### config.mk
export PLATFORM = sky130hd
export DESIGN_NAME = ccp_unit
export DESIGN_NICKNAME = d
export VERILOG_FILES = /design/src/ccp_pkg.sv /design/src/ccp_unit.sv
export VERILOG_INCLUDE_DIRS = /design/src /design/src/src
export SDC_FILE = /design/constraint.sdc
export NUM_CORES = 1
export LEC_CHECK = 0
export ABC_AREA = 1
export BUFFER_PORTS_ARGS = -buffer_cell sky130_fd_sc_hd__clkbuf_2
export CAP_MARGIN = 20
export CORE_UTILIZATION = 40
export DETAILED_ROUTE_END_ITERATION = 8
export GPL_TIMING_DRIVEN = 0
export PLACE_DENSITY_LB_ADDON = 0.3
export SLEW_MARGIN = 40
export SYNTH_ARGS = -nofsm -noshare
export SYNTH_HDL_FRONTEND = slang
export SYNTH_SLANG_ARGS = --single-unit
### constraint.sdc
create_clock -name I_MCLK -period 1.6 [get_ports I_MCLK]
set_input_delay 0.16 -clock I_MCLK [delete_from_list [all_inputs] [get_ports I_MCLK]]
set_output_delay 0.16 -clock I_MCLK [all_outputs]
set_load 0.1 [all_outputs]
### src/ccp_consts.svh
// Purpose: Offsets, field positions and reset values of the capture unit
// Assumes: AXI4-Lite with 32-bit data, one register per aligned word
// Notes: Included by the unit and by the bench
`ifndef CCP_CONSTS_SVH
`define CCP_CONSTS_SVH
`define CCP_OFF_CONTROL 12'h000
`define CCP_OFF_CAPSRC 12'h004
`define CCP_OFF_VAL_LO 12'h008
`define CCP_OFF_VAL_HI 12'h00C
`define CCP_OFF_TBSEL 12'h010
`define CCP_OFF_PERIOD 12'h014
`define CCP_OFF_PRESCALE 12'h018
`define CCP_OFF_STATUS 12'h01C
`define CCP_BIT_EN 7
`define CCP_BIT_OUT 5
`define CCP_BIT_FMT 4
`define CCP_BIT_TB1 0
`define CCP_BIT_TB2 2
`define CCP_PRE_LAST_1 4'h0
`define CCP_PRE_LAST_4 4'h3
`define CCP_PRE_LAST_16 4'hF
`define CCP_RST_CONTROL 8'h00
`define CCP_RST_CAPSRC 3'h0
`define CCP_RST_VALUE 8'h00
`define CCP_RST_TBSEL 8'h05
`define CCP_RST_PERIOD 8'hFF
`define CCP_RST_PRESCALE 2'h0
`define CCP_RESP_OKAY 2'h0
`define CCP_RESP_DECERR 2'h3
`define CCP_OSC_PER_STEP 4
`endif

### src/ccp_pkg.sv
// Purpose: Types of the capture/compare/PWM unit
// Assumes: Constants come from ccp_consts.svh
// Notes: Mode codes follow the control register's low nibble
package ccp_pkg;
  typedef enum logic [3:0] {
    CCP_OFF = 4'h0,
    CCP_CMP_TGL_CLR = 4'h1,
    CCP_CMP_TGL = 4'h2,
    CCP_CAP_BOTH = 4'h3,
    CCP_CAP_FALL = 4'h4,
    CCP_CAP_RISE = 4'h5,
    CCP_CAP_RISE4 = 4'h6,
    CCP_CAP_RISE16 = 4'h7,
    CCP_CMP_SET = 4'h8,
    CCP_CMP_CLR = 4'h9,
    CCP_CMP_PULSE = 4'hA,
    CCP_CMP_PULSE_CLR = 4'hB,
    CCP_RSV_C = 4'hC,
    CCP_RSV_D = 4'hD,
    CCP_RSV_E = 4'hE,
    CCP_PWM = 4'hF
  } ccp_mode_e;
  typedef struct packed {
    logic unit_enable;
    logic duty_alignment;
    ccp_mode_e unit_mode_select;
  } ccp_ctrl_s;
  typedef struct packed {
    logic [7:0] value_high;
    logic [7:0] value_low;
  } ccp_value_s;
endpackage : ccp_pkg

### src/ccp_unit.sv
// Purpose: Capture/compare/PWM unit with period timer and AXI4-Lite slave
// Assumes: 250 MHz I_MCLK, sync active-high reset, timers given as inputs
// Notes: Outputs are registered; I_SLEEP freezes timer, capture and compare, but bus writes still update registers
// Operation
// - PWM period is (period_limit+1) times four oscillator steps times prescale.
// - After timer equals limit: clear timer, set pin unless 0%, load duty.
// - Postscaler does not affect PWM period.
// - Ten-bit duty taken from value pair, aligned by format bit.
// - Value pair writable anytime; duty takes effect at next period match.
// - Time base is period timer extended with two low phase/prescale bits.
// - Time base equal to buffered duty clears the PWM pin.
// - Resolution is log2 of four times limit plus one, ten bits max.
// - Duty beyond period never matches, pin stays unchanged that period.
// - Sleep stops timer and holds all state and pin level; here bus writes still update registers during sleep.
// - Reset returns registers to defaults and sets pin to input.
// - Control bit7 enable, bit6 reads zero, bit5 shows output.
// - Format bit4 selects right or left alignment in PWM only.
// - Mode 1111 is PWM, 1100-1110 reserved, 0000 turns unit off.
// - Compare modes pulse, clear, set, toggle, some clear capture timer.
// - Capture on 16th, 4th, every rising, falling, or every edge.
// - Every mode sets event flag and pulses ADC trigger if selected.
// - Three-bit source field selects pin, comparators, osc, change, cells.
// - Capture loads timer bytes into pair; compare checks pair against timer.
// - Format 0: low byte LSBs, high 1:0 MSBs; format 1 high MSBs, low 7:6.
// - Time base bits 0 and 2 pick alt timer at 0, capture timer at 1.
// - Cleared control forces compare output latch low.
//
// Chosen here: the AXI4-Lite register port and the address map.
`timescale 1ns/100ps
`include "ccp_consts.svh"
module ccp_unit #(
  parameter int ADDR_W = 12,
  parameter int UNIT_IDX = 1
) (
  input wire logic I_MCLK,
  input wire logic I_RESET,
  input wire logic [ADDR_W-1:0] I_AWADDR,
  input wire logic I_AWVALID,
  output logic O_AWREADY,
  input wire logic [31:0] I_WDATA,
  input wire logic [3:0] I_WSTRB,
  input wire logic I_WVALID,
  output logic O_WREADY,
  output logic [1:0] O_BRESP,
  output logic O_BVALID,
  input wire logic I_BREADY,
  input wire logic [ADDR_W-1:0] I_ARADDR,
  input wire logic I_ARVALID,
  output logic O_ARREADY,
  output logic [31:0] O_RDATA,
  output logic [1:0] O_RRESP,
  output logic O_RVALID,
  input wire logic I_RREADY,
  input wire logic I_SLEEP,
  input wire logic [15:0] I_CAPTURE_TIMER,
  input wire logic [15:0] I_ALT_TIMER,
  input wire logic [7:0] I_CAP_SOURCES,
  input wire logic I_ADC_SRC_SEL,
  output logic O_UNIT_PIN,
  output logic O_UNIT_PIN_OE_N,
  output logic O_CAP_TIMER_CLEAR,
  output logic O_ADC_TRIGGER,
  output logic O_EVENT
);
  if (ADDR_W < 5 || (UNIT_IDX != 1 && UNIT_IDX != 2))
  begin : gen_bad_params
    $error("ccp_unit: unsupported parameters");
  end

  ccp_pkg::ccp_ctrl_s ctrl_r;
  logic [2:0] capsrc_r;
  ccp_pkg::ccp_value_s val_r;
  logic [7:0] tbsel_r;
  logic [7:0] period_limit_r;
  logic [1:0] prescale_r;
  logic [7:0] period_timer_r;
  logic [3:0] pre_cnt_r;
  logic [1:0] phase_r;
  logic [9:0] duty_buf_r;
  logic out_r;
  logic flag_r;
  logic [2:0] sync_r;
  logic src_prev_r;
  logic [3:0] cap_pre_r;
  logic pulse_r;
  logic [ADDR_W-1:0] awaddr_r;
  logic aw_have_r;
  logic [31:0] wdata_r;
  logic [3:0] wstrb_r;
  logic w_have_r;

  logic active;
  logic is_pwm;
  logic is_cap;
  logic is_cmp;
  logic tick;
  logic step;
  logic period_match;
  logic [9:0] time_base;
  logic [9:0] time_base_nxt;
  logic [9:0] duty_new;
  logic [15:0] cmp_timer;
  logic cmp_hit;
  logic rise;
  logic fall;
  logic cap_hit;
  logic event_now;
  logic wr_go;
  logic [31:0] rd_mux;
  logic [2:0] tb_bit;

  assign active = ctrl_r.unit_enable && !I_SLEEP;
  assign is_pwm = ctrl_r.unit_mode_select == ccp_pkg::CCP_PWM;
  assign is_cap = ctrl_r.unit_mode_select inside
    {[ccp_pkg::CCP_CAP_BOTH:ccp_pkg::CCP_CAP_RISE16]};
  assign is_cmp = ctrl_r.unit_mode_select inside
    {ccp_pkg::CCP_CMP_TGL_CLR, ccp_pkg::CCP_CMP_TGL,
     [ccp_pkg::CCP_CMP_SET:ccp_pkg::CCP_CMP_PULSE_CLR]};

  // One time-base step per prescaled clock; four steps per timer increment
  assign tick = pre_cnt_r == ((prescale_r == 2'h0) ? `CCP_PRE_LAST_1
    : (prescale_r == 2'h1) ? `CCP_PRE_LAST_4 : `CCP_PRE_LAST_16);
  assign step = active && is_pwm && tick;
  assign period_match = step && phase_r == 2'(`CCP_OSC_PER_STEP - 1)
    && period_timer_r == period_limit_r;
  // Phase steps once per prescaled clock as a two-bit counter of its own,
  // separate from the prescaler count, at every prescale setting
  assign time_base = {period_timer_r, phase_r};
  assign time_base_nxt = time_base + 10'h001;
  assign duty_new = ctrl_r.duty_alignment
    ? {val_r.value_high, val_r.value_low[7:6]}
    : {val_r.value_high[1:0], val_r.value_low};

  assign tb_bit = (UNIT_IDX == 1) ? 3'(`CCP_BIT_TB1) : 3'(`CCP_BIT_TB2);
  assign cmp_timer = tbsel_r[tb_bit] ? I_CAPTURE_TIMER
    : I_ALT_TIMER;
  assign cmp_hit = active && is_cmp && !pulse_r
    && cmp_timer[15:8] == val_r.value_high
    && cmp_timer[7:0] == val_r.value_low;

  assign rise = sync_r[1] && sync_r[2] && !src_prev_r;
  assign fall = !sync_r[1] && !sync_r[2] && src_prev_r;
  always_comb
  begin
    cap_hit = 1'b0;
    unique case (ctrl_r.unit_mode_select)
      ccp_pkg::CCP_CAP_BOTH: cap_hit = rise || fall;
      ccp_pkg::CCP_CAP_FALL: cap_hit = fall;
      ccp_pkg::CCP_CAP_RISE: cap_hit = rise;
      ccp_pkg::CCP_CAP_RISE4: cap_hit = rise && cap_pre_r[1:0] == 2'h3;
      ccp_pkg::CCP_CAP_RISE16: cap_hit = rise && cap_pre_r == 4'hF;
      default: cap_hit = 1'b0;
    endcase
    cap_hit = cap_hit && active;
  end
  assign event_now = cap_hit || cmp_hit || period_match;

  // Source pin through three flops; edge counts once last two agree
  always_ff @(posedge I_MCLK)
  begin
    if (I_RESET)
      sync_r <= 3'h0;
    else
      sync_r <= {sync_r[1:0], I_CAP_SOURCES[capsrc_r]};
  end

  always_ff @(posedge I_MCLK)
  begin
    if (I_RESET)
      src_prev_r <= 1'b0;
    else if (sync_r[1] == sync_r[2])
      src_prev_r <= sync_r[2];
  end

  always_ff @(posedge I_MCLK)
  begin
    if (I_RESET || !ctrl_r.unit_enable || !is_cap)
      cap_pre_r <= 4'h0;
    else if (active && rise)
      cap_pre_r <= cap_pre_r + 4'h1;
  end

  // Period timer, prescaler and phase
  always_ff @(posedge I_MCLK)
  begin
    if (I_RESET || !ctrl_r.unit_enable || !is_pwm)
    begin
      pre_cnt_r <= 4'h0;
      phase_r <= 2'h0;
      period_timer_r <= 8'h00;
    end
    else if (active)
    begin
      pre_cnt_r <= tick ? 4'h0 : pre_cnt_r + 4'h1;
      if (step)
      begin
        phase_r <= phase_r + 2'h1;
        if (period_match)
          period_timer_r <= 8'h00;
        else if (phase_r == 2'(`CCP_OSC_PER_STEP - 1))
          period_timer_r <= period_timer_r + 8'h01;
      end
    end
  end

  always_ff @(posedge I_MCLK)
  begin
    if (I_RESET || !ctrl_r.unit_enable)
      duty_buf_r <= 10'h000;
    else if (period_match)
      duty_buf_r <= duty_new;
  end

  // Output latch
  always_ff @(posedge I_MCLK)
  begin
    if (I_RESET || !ctrl_r.unit_enable)
      out_r <= 1'b0;
    else if (period_match)
      out_r <= duty_new != 10'h000;
    else if (step && time_base_nxt == duty_buf_r)
      out_r <= 1'b0;
    else if (cmp_hit)
    begin
      unique case (ctrl_r.unit_mode_select)
        ccp_pkg::CCP_CMP_SET: out_r <= 1'b1;
        ccp_pkg::CCP_CMP_CLR: out_r <= 1'b0;
        ccp_pkg::CCP_CMP_PULSE, ccp_pkg::CCP_CMP_PULSE_CLR: out_r <= 1'b1;
        default: out_r <= !out_r;
      endcase
    end
    else if (pulse_r)
      out_r <= 1'b0;
  end

  always_ff @(posedge I_MCLK)
  begin
    if (I_RESET)
      pulse_r <= 1'b0;
    else
      pulse_r <= cmp_hit && (ctrl_r.unit_mode_select
        inside {ccp_pkg::CCP_CMP_PULSE, ccp_pkg::CCP_CMP_PULSE_CLR});
  end

  always_ff @(posedge I_MCLK)
  begin
    if (I_RESET)
    begin
      O_UNIT_PIN <= 1'b0;
      O_UNIT_PIN_OE_N <= 1'b1;
      O_CAP_TIMER_CLEAR <= 1'b0;
      O_ADC_TRIGGER <= 1'b0;
      O_EVENT <= 1'b0;
    end
    else
    begin
      O_UNIT_PIN <= out_r;
      O_UNIT_PIN_OE_N <= !(ctrl_r.unit_enable && (is_pwm || is_cmp));
      O_CAP_TIMER_CLEAR <= cmp_hit && (ctrl_r.unit_mode_select inside
        {ccp_pkg::CCP_CMP_TGL_CLR, ccp_pkg::CCP_CMP_PULSE_CLR});
      O_ADC_TRIGGER <= event_now && I_ADC_SRC_SEL;
      O_EVENT <= event_now;
    end
  end

  // Event flag: set wins over software clear
  always_ff @(posedge I_MCLK)
  begin
    if (I_RESET)
      flag_r <= 1'b0;
    else if (event_now)
      flag_r <= 1'b1;
    else if (wr_go && awaddr_r == ADDR_W'(`CCP_OFF_STATUS) && wstrb_r[0]
      && wdata_r[0])
      flag_r <= 1'b0;
  end

  // AXI4-Lite write path
  assign wr_go = aw_have_r && w_have_r && !O_BVALID;
  always_ff @(posedge I_MCLK)
  begin
    if (I_RESET)
    begin
      aw_have_r <= 1'b0;
      w_have_r <= 1'b0;
      O_AWREADY <= 1'b0;
      O_WREADY <= 1'b0;
      O_BVALID <= 1'b0;
      O_BRESP <= `CCP_RESP_OKAY;
      awaddr_r <= '0;
      wdata_r <= 32'h0000_0000;
      wstrb_r <= 4'h0;
    end
    else
    begin
      O_AWREADY <= !aw_have_r && !O_AWREADY;
      O_WREADY <= !w_have_r && !O_WREADY;
      if (I_AWVALID && O_AWREADY)
      begin
        aw_have_r <= 1'b1;
        awaddr_r <= I_AWADDR;
      end
      if (I_WVALID && O_WREADY)
      begin
        w_have_r <= 1'b1;
        wdata_r <= I_WDATA;
        wstrb_r <= I_WSTRB;
      end
      if (wr_go)
      begin
        aw_have_r <= 1'b0;
        w_have_r <= 1'b0;
        O_BVALID <= 1'b1;
        O_BRESP <= (awaddr_r[ADDR_W-1:2] > 
          (ADDR_W-2)'(`CCP_OFF_STATUS >> 2)) || (awaddr_r[1:0] != 2'h0)
          ? `CCP_RESP_DECERR : `CCP_RESP_OKAY;
      end
      else if (O_BVALID && I_BREADY)
        O_BVALID <= 1'b0;
    end
  end

  // Register writes, also taken during sleep; captures load only while active
  always_ff @(posedge I_MCLK)
  begin
    if (I_RESET)
    begin
      ctrl_r <= ccp_pkg::ccp_ctrl_s'(6'(`CCP_RST_CONTROL));
      capsrc_r <= `CCP_RST_CAPSRC;
      val_r <= {`CCP_RST_VALUE, `CCP_RST_VALUE};
      tbsel_r <= `CCP_RST_TBSEL;
      period_limit_r <= `CCP_RST_PERIOD;
      prescale_r <= `CCP_RST_PRESCALE;
    end
    else
    begin
      if (wr_go && wstrb_r[0])
      begin
        unique case (awaddr_r)
          ADDR_W'(`CCP_OFF_CONTROL):
            ctrl_r <= {wdata_r[`CCP_BIT_EN], wdata_r[`CCP_BIT_FMT],
              ccp_pkg::ccp_mode_e'(wdata_r[3:0])};
          ADDR_W'(`CCP_OFF_CAPSRC): capsrc_r <= wdata_r[2:0];
          ADDR_W'(`CCP_OFF_VAL_LO): val_r.value_low <= wdata_r[7:0];
          ADDR_W'(`CCP_OFF_VAL_HI): val_r.value_high <= wdata_r[7:0];
          ADDR_W'(`CCP_OFF_TBSEL):
            tbsel_r <= wdata_r[7:0] & `CCP_RST_TBSEL;
          ADDR_W'(`CCP_OFF_PERIOD): period_limit_r <= wdata_r[7:0];
          ADDR_W'(`CCP_OFF_PRESCALE): prescale_r <= wdata_r[1:0];
          default: ;
        endcase
      end
      else if (cap_hit)
        val_r <= cmp_timer;
    end
  end

  // AXI4-Lite read path
  always_comb
  begin
    rd_mux = 32'h0000_0000;
    unique case (I_ARADDR)
      ADDR_W'(`CCP_OFF_CONTROL):
        rd_mux[7:0] = {ctrl_r.unit_enable, 1'b0, out_r,
          ctrl_r.duty_alignment, ctrl_r.unit_mode_select};
      ADDR_W'(`CCP_OFF_CAPSRC): rd_mux[2:0] = capsrc_r;
      ADDR_W'(`CCP_OFF_VAL_LO): rd_mux[7:0] = val_r.value_low;
      ADDR_W'(`CCP_OFF_VAL_HI): rd_mux[7:0] = val_r.value_high;
      ADDR_W'(`CCP_OFF_TBSEL): rd_mux[7:0] = tbsel_r;
      ADDR_W'(`CCP_OFF_PERIOD): rd_mux[7:0] = period_limit_r;
      ADDR_W'(`CCP_OFF_PRESCALE): rd_mux[1:0] = prescale_r;
      ADDR_W'(`CCP_OFF_STATUS): rd_mux[0] = flag_r;
      default: rd_mux = 32'h0000_0000;
    endcase
  end

  always_ff @(posedge I_MCLK)
  begin
    if (I_RESET)
    begin
      O_ARREADY <= 1'b0;
      O_RVALID <= 1'b0;
      O_RDATA <= 32'h0000_0000;
      O_RRESP <= `CCP_RESP_OKAY;
    end
    else
    begin
      O_ARREADY <= !O_RVALID && !O_ARREADY && I_ARVALID;
      if (I_ARVALID && O_ARREADY)
      begin
        O_RVALID <= 1'b1;
        O_RDATA <= rd_mux;
        O_RRESP <= (I_ARADDR[ADDR_W-1:2] >
          (ADDR_W-2)'(`CCP_OFF_STATUS >> 2)) || (I_ARADDR[1:0] != 2'h0)
          ? `CCP_RESP_DECERR : `CCP_RESP_OKAY;
      end
      else if (O_RVALID && I_RREADY)
        O_RVALID <= 1'b0;
    end
  end
endmodule : ccp_unit

==> metrics.cfg <==
[synth]
synth_seq_cells = 115
yosys.cell_count.top_type = nand2_1
synth_area_leader_cell = dfxtp_1
yosysWarnings = 0
synth.area.top_cells = dfxtp_1 35%, nand2_1 14%, nor2_1 8.1%, o21ai_0 7.0%, inv_1 6.6%
avgSynthCellArea_um2 = 6.43
ys_seq_area_share_pct = 35.0
synthCells = 1023
synthTopCellsByCount = 246 x nand2_1, 142 x nor2_1, 116 x inv_1
synthFlopType = dfxtp_1
async_flop_share_pct = 0
synth_cell_types = 42
synth-edff-count = 0
synth_area_um2 = 6580
yosysTopAreaCellShare_pct = 35.0

[detailed_routing]
routed_wl_mm = 20.8
via_per_inst = 5.02
drtIter0Drc = 478
firstDrtPassIters = 5
num_vias = 7192
drtAntennaViolNets = 0
drc = 0
avgRoutedWirePerCell_um = 14.5

[critical_path]
ff2ff_path_depth = 12
path_cells = buf_6, inv_6, buf_8, nand2_4, nand2_4, nand2_2, nand2_2, nor2_4, nand2_2, nor2_4, nand4_1, a21oi_2
cp_num_buf_inv = 3
path_common_cell = nand2_2
setup.worst_path.start_class = flip-flop
cp_max_fo = 6
cp.required_ns = 1.93
cpPeakStageDelay_ns = 0.32
r2r_setup_slack_ns = -0.13
slowest_stage = dfxtp_2
crit_type = reg -> reg
crit_arrival_ns = 2.06
r2r-start = tbsel_r[0]
critPathCaptureType = flip-flop
critPathTopFamily = simple AND/OR/NAND/NOR gates
r2r_end = O_CAP_TIMER_CLEAR
startpoint = tbsel_r[0]

[cells_and_area]
fillCellCount = 1544
multiInputGateArea_um2 = 4070
syn2layout_area_growth_pct = 37.6
fin_util_pct = 56.8
final_nets = 1320
drive_gt1_share_pct = 32.6
diodes = 0
seqCellArea_um2 = 2380

[clock_tree]
cts_root_buf = clkbuf_16
clk_pin_slew_ns = 0.06
cts_buffers = 17
tritoncts = yes
htreeDepth = 4
clockBufferDepth = 2
clock_latency_ns = 0.43
clock-sinks = 115

[floorplan]
die_h_um = 130
num_rows = 46
die-area_um2 = 17000
start_util_pct = 41.2
coreArea_um2 = 15900
die_x_um = 130
io_pins = 155

[sta]
setup_viol_count_final = 24
clock_skew_ns = 0.00982
slew_headroom_pct = 53.7
setup_tns_ns = -1.30
setup_slack_ns = -0.127
worst_pin_slew_ns = 0.694
fmax_mhz = 579
post-route-min-period_ns = 1.73
rsz0062_at_grt = yes
slew_viol_final = 0
finalHoldViolations = 0
fin_hold_ws_ns = 0.00453
period_share_pct = 108

[grt]
top_usage_layer = met2
antenna_found_initial = 0
grt_remaining_overflow = 0
grt_pass1_vias = 6382
grt_use_total_pct = 24.8
met1_usage_pct = 30.8
met2_usage_pct = 42.4
grt_max_degree = 17
grtUsageMet3_pct = 5.49
grt_pass1_wl_mm = 32.0

[placement]
gp_congestion = 0.913
portBuffers = 102
dpl.hpwl_mm = 15.2

[power_and_ir_drop]
combPwrFrac_pct = 11.9
seqPwrFrac_pct = 38.9
clkPwrFrac_pct = 49.2
power_density_nw_per_um2 = 840
switching_share_pct = 27.5
internal_power_uw = 5510
p_sw_uw = 2090
peakVddDrop_mv = 0.861
p_leak_uw = 0.00410

[min_path]
hold_start = I_RREADY
hold_depth = 4
hold_path_class = in -> reg
min_to = O_RVALID

[run_status]
failed_checks = setup timing
status = finished, violations left

[job]
max_cap_violations = 0

## worst register-to-register path, cell delays in order, from the launching register on
cell     delay, ns
dfxtp_2       0.32
buf_6         0.13
inv_6         0.05
buf_8         0.14
nand2_4       0.07
nand2_4       0.04
nand2_2       0.05
nand2_2       0.07
nor2_4        0.14
nand2_2       0.07
nor2_4        0.14
nand4_1       0.18
a21oi_2       0.22
## state kept, by name, indices dropped and copies added, names as in the netlist, 2 cells and up
| name | flops |
|---|---|
| O_RDATA | 8 |
| awaddr_r | 12 |
| cap_pre_r | 4 |
| capsrc_r | 3 |
| ctrl_r | 6 |
| duty_buf_r | 10 |
| period_limit_r | 8 |
| period_timer_r | 8 |
| phase_r | 2 |
| pre_cnt_r | 4 |
| prescale_r | 2 |
| sync_r | 3 |
| tbsel_r | 2 |
| val_r | 16 |
| wdata_r | 8 |
## worst max-delay path by stage
stage / endpoint / cells after the start
after floorplan: period_limit_r[6] / 7
after global placement: O_ADC_TRIGGER / 14
after detailed placement: O_RDATA[5] / 8
after CTS: O_ADC_TRIGGER / 14
after global routing: O_CAP_TIMER_CLEAR / 9
final: O_CAP_TIMER_CLEAR / 12
## through the flow
stage	cell area [µm²]	instances	power, µW	setup WS (ns)
finish	9050	1432	7600	-0.127
global route	9050	1432	7840	-0.180
CTS	8490	1414	7600	-0.0798
detailed placement	7450	1364	3840	-0.354
global placement	7450	1364	3830	-0.289
floorplan	6670	1046	3640	0.00418
## cells in the final DEF, fill, tap and decap left out, types with 9 or more instances in the layout
| cell type | count |
|---|---|
| nor2_1 | 117 |
| nor3_1 | 15 |
| clkbuf_2 | 103 |
| nand2_1 | 201 |
| nand2_4 | 11 |
| o21ai_0 | 67 |
| xor2_1 | 10 |
| o21ai_1 | 22 |
| nand2_2 | 42 |
| a21oi_1 | 53 |
| clkbuf_1 | 9 |
| o21ai_2 | 15 |
| inv_2 | 22 |
| buf_4 | 51 |
| inv_1 | 97 |
| nor2_2 | 20 |
| dfxtp_4 | 16 |
| conb_1 | 24 |
| nand3_1 | 54 |
| clkbuf_16 | 17 |
| nor2_4 | 9 |
| dfxtp_1 | 82 |
| buf_6 | 12 |
| nand4_1 | 10 |
| o211ai_1 | 12 |
| dfxtp_2 | 17 |
## timing repair
action | CTS | global route
pin swaps | 21 | 39
endpoints found under the hold margin | 8 | 0
hold buffers | 8 | 0
endpoints found under the setup margin | 55 | 63
gates cloned | 2 | 3
gates resized for setup | 100 | 173
buffers inserted | 11 | 15
## routing by layer
layer  wire length, µm  share of wire, %
met3              1410               6.8
met5                 0                 0
met2             10200                49
met1              8560                41
met4               558               2.7
## cell families after synthesis
group / count (synthesis) / share of synthesized area (%)
AOI/OAI and AO/OA: 186 / 14.9
xor gates and xnor gates: 17 / 2.26
other: 1 / 0.0570
adders and majority gates: 7 / 1.33
buffers and inverters: 185 / 12.7
DFF: 115 / 35.0
and+or+nand+nor: 512 / 33.7
## final cells by class
class	count	share of cell area, %
multi-input combinational	749	44.9
sequential	115	26.3
timing repair buffer	138	8.90
inverter	130	5.97
clock buffer	19	5.01
buffer	53	4.38
tap	216	2.99
clock inverter	12	1.47
## power groups by stage
stage / clock network, µW / registers, µW / logic, µW
floorplan: 0 / 3100 / 542
global placement: 0 / 3030 / 808
global route: 3910 / 2960 / 981
CTS: 3770 / 2970 / 859
detailed placement: 0 / 3030 / 813
finish: 3740 / 2950 / 905
Power figures use the tool's default switching activity.
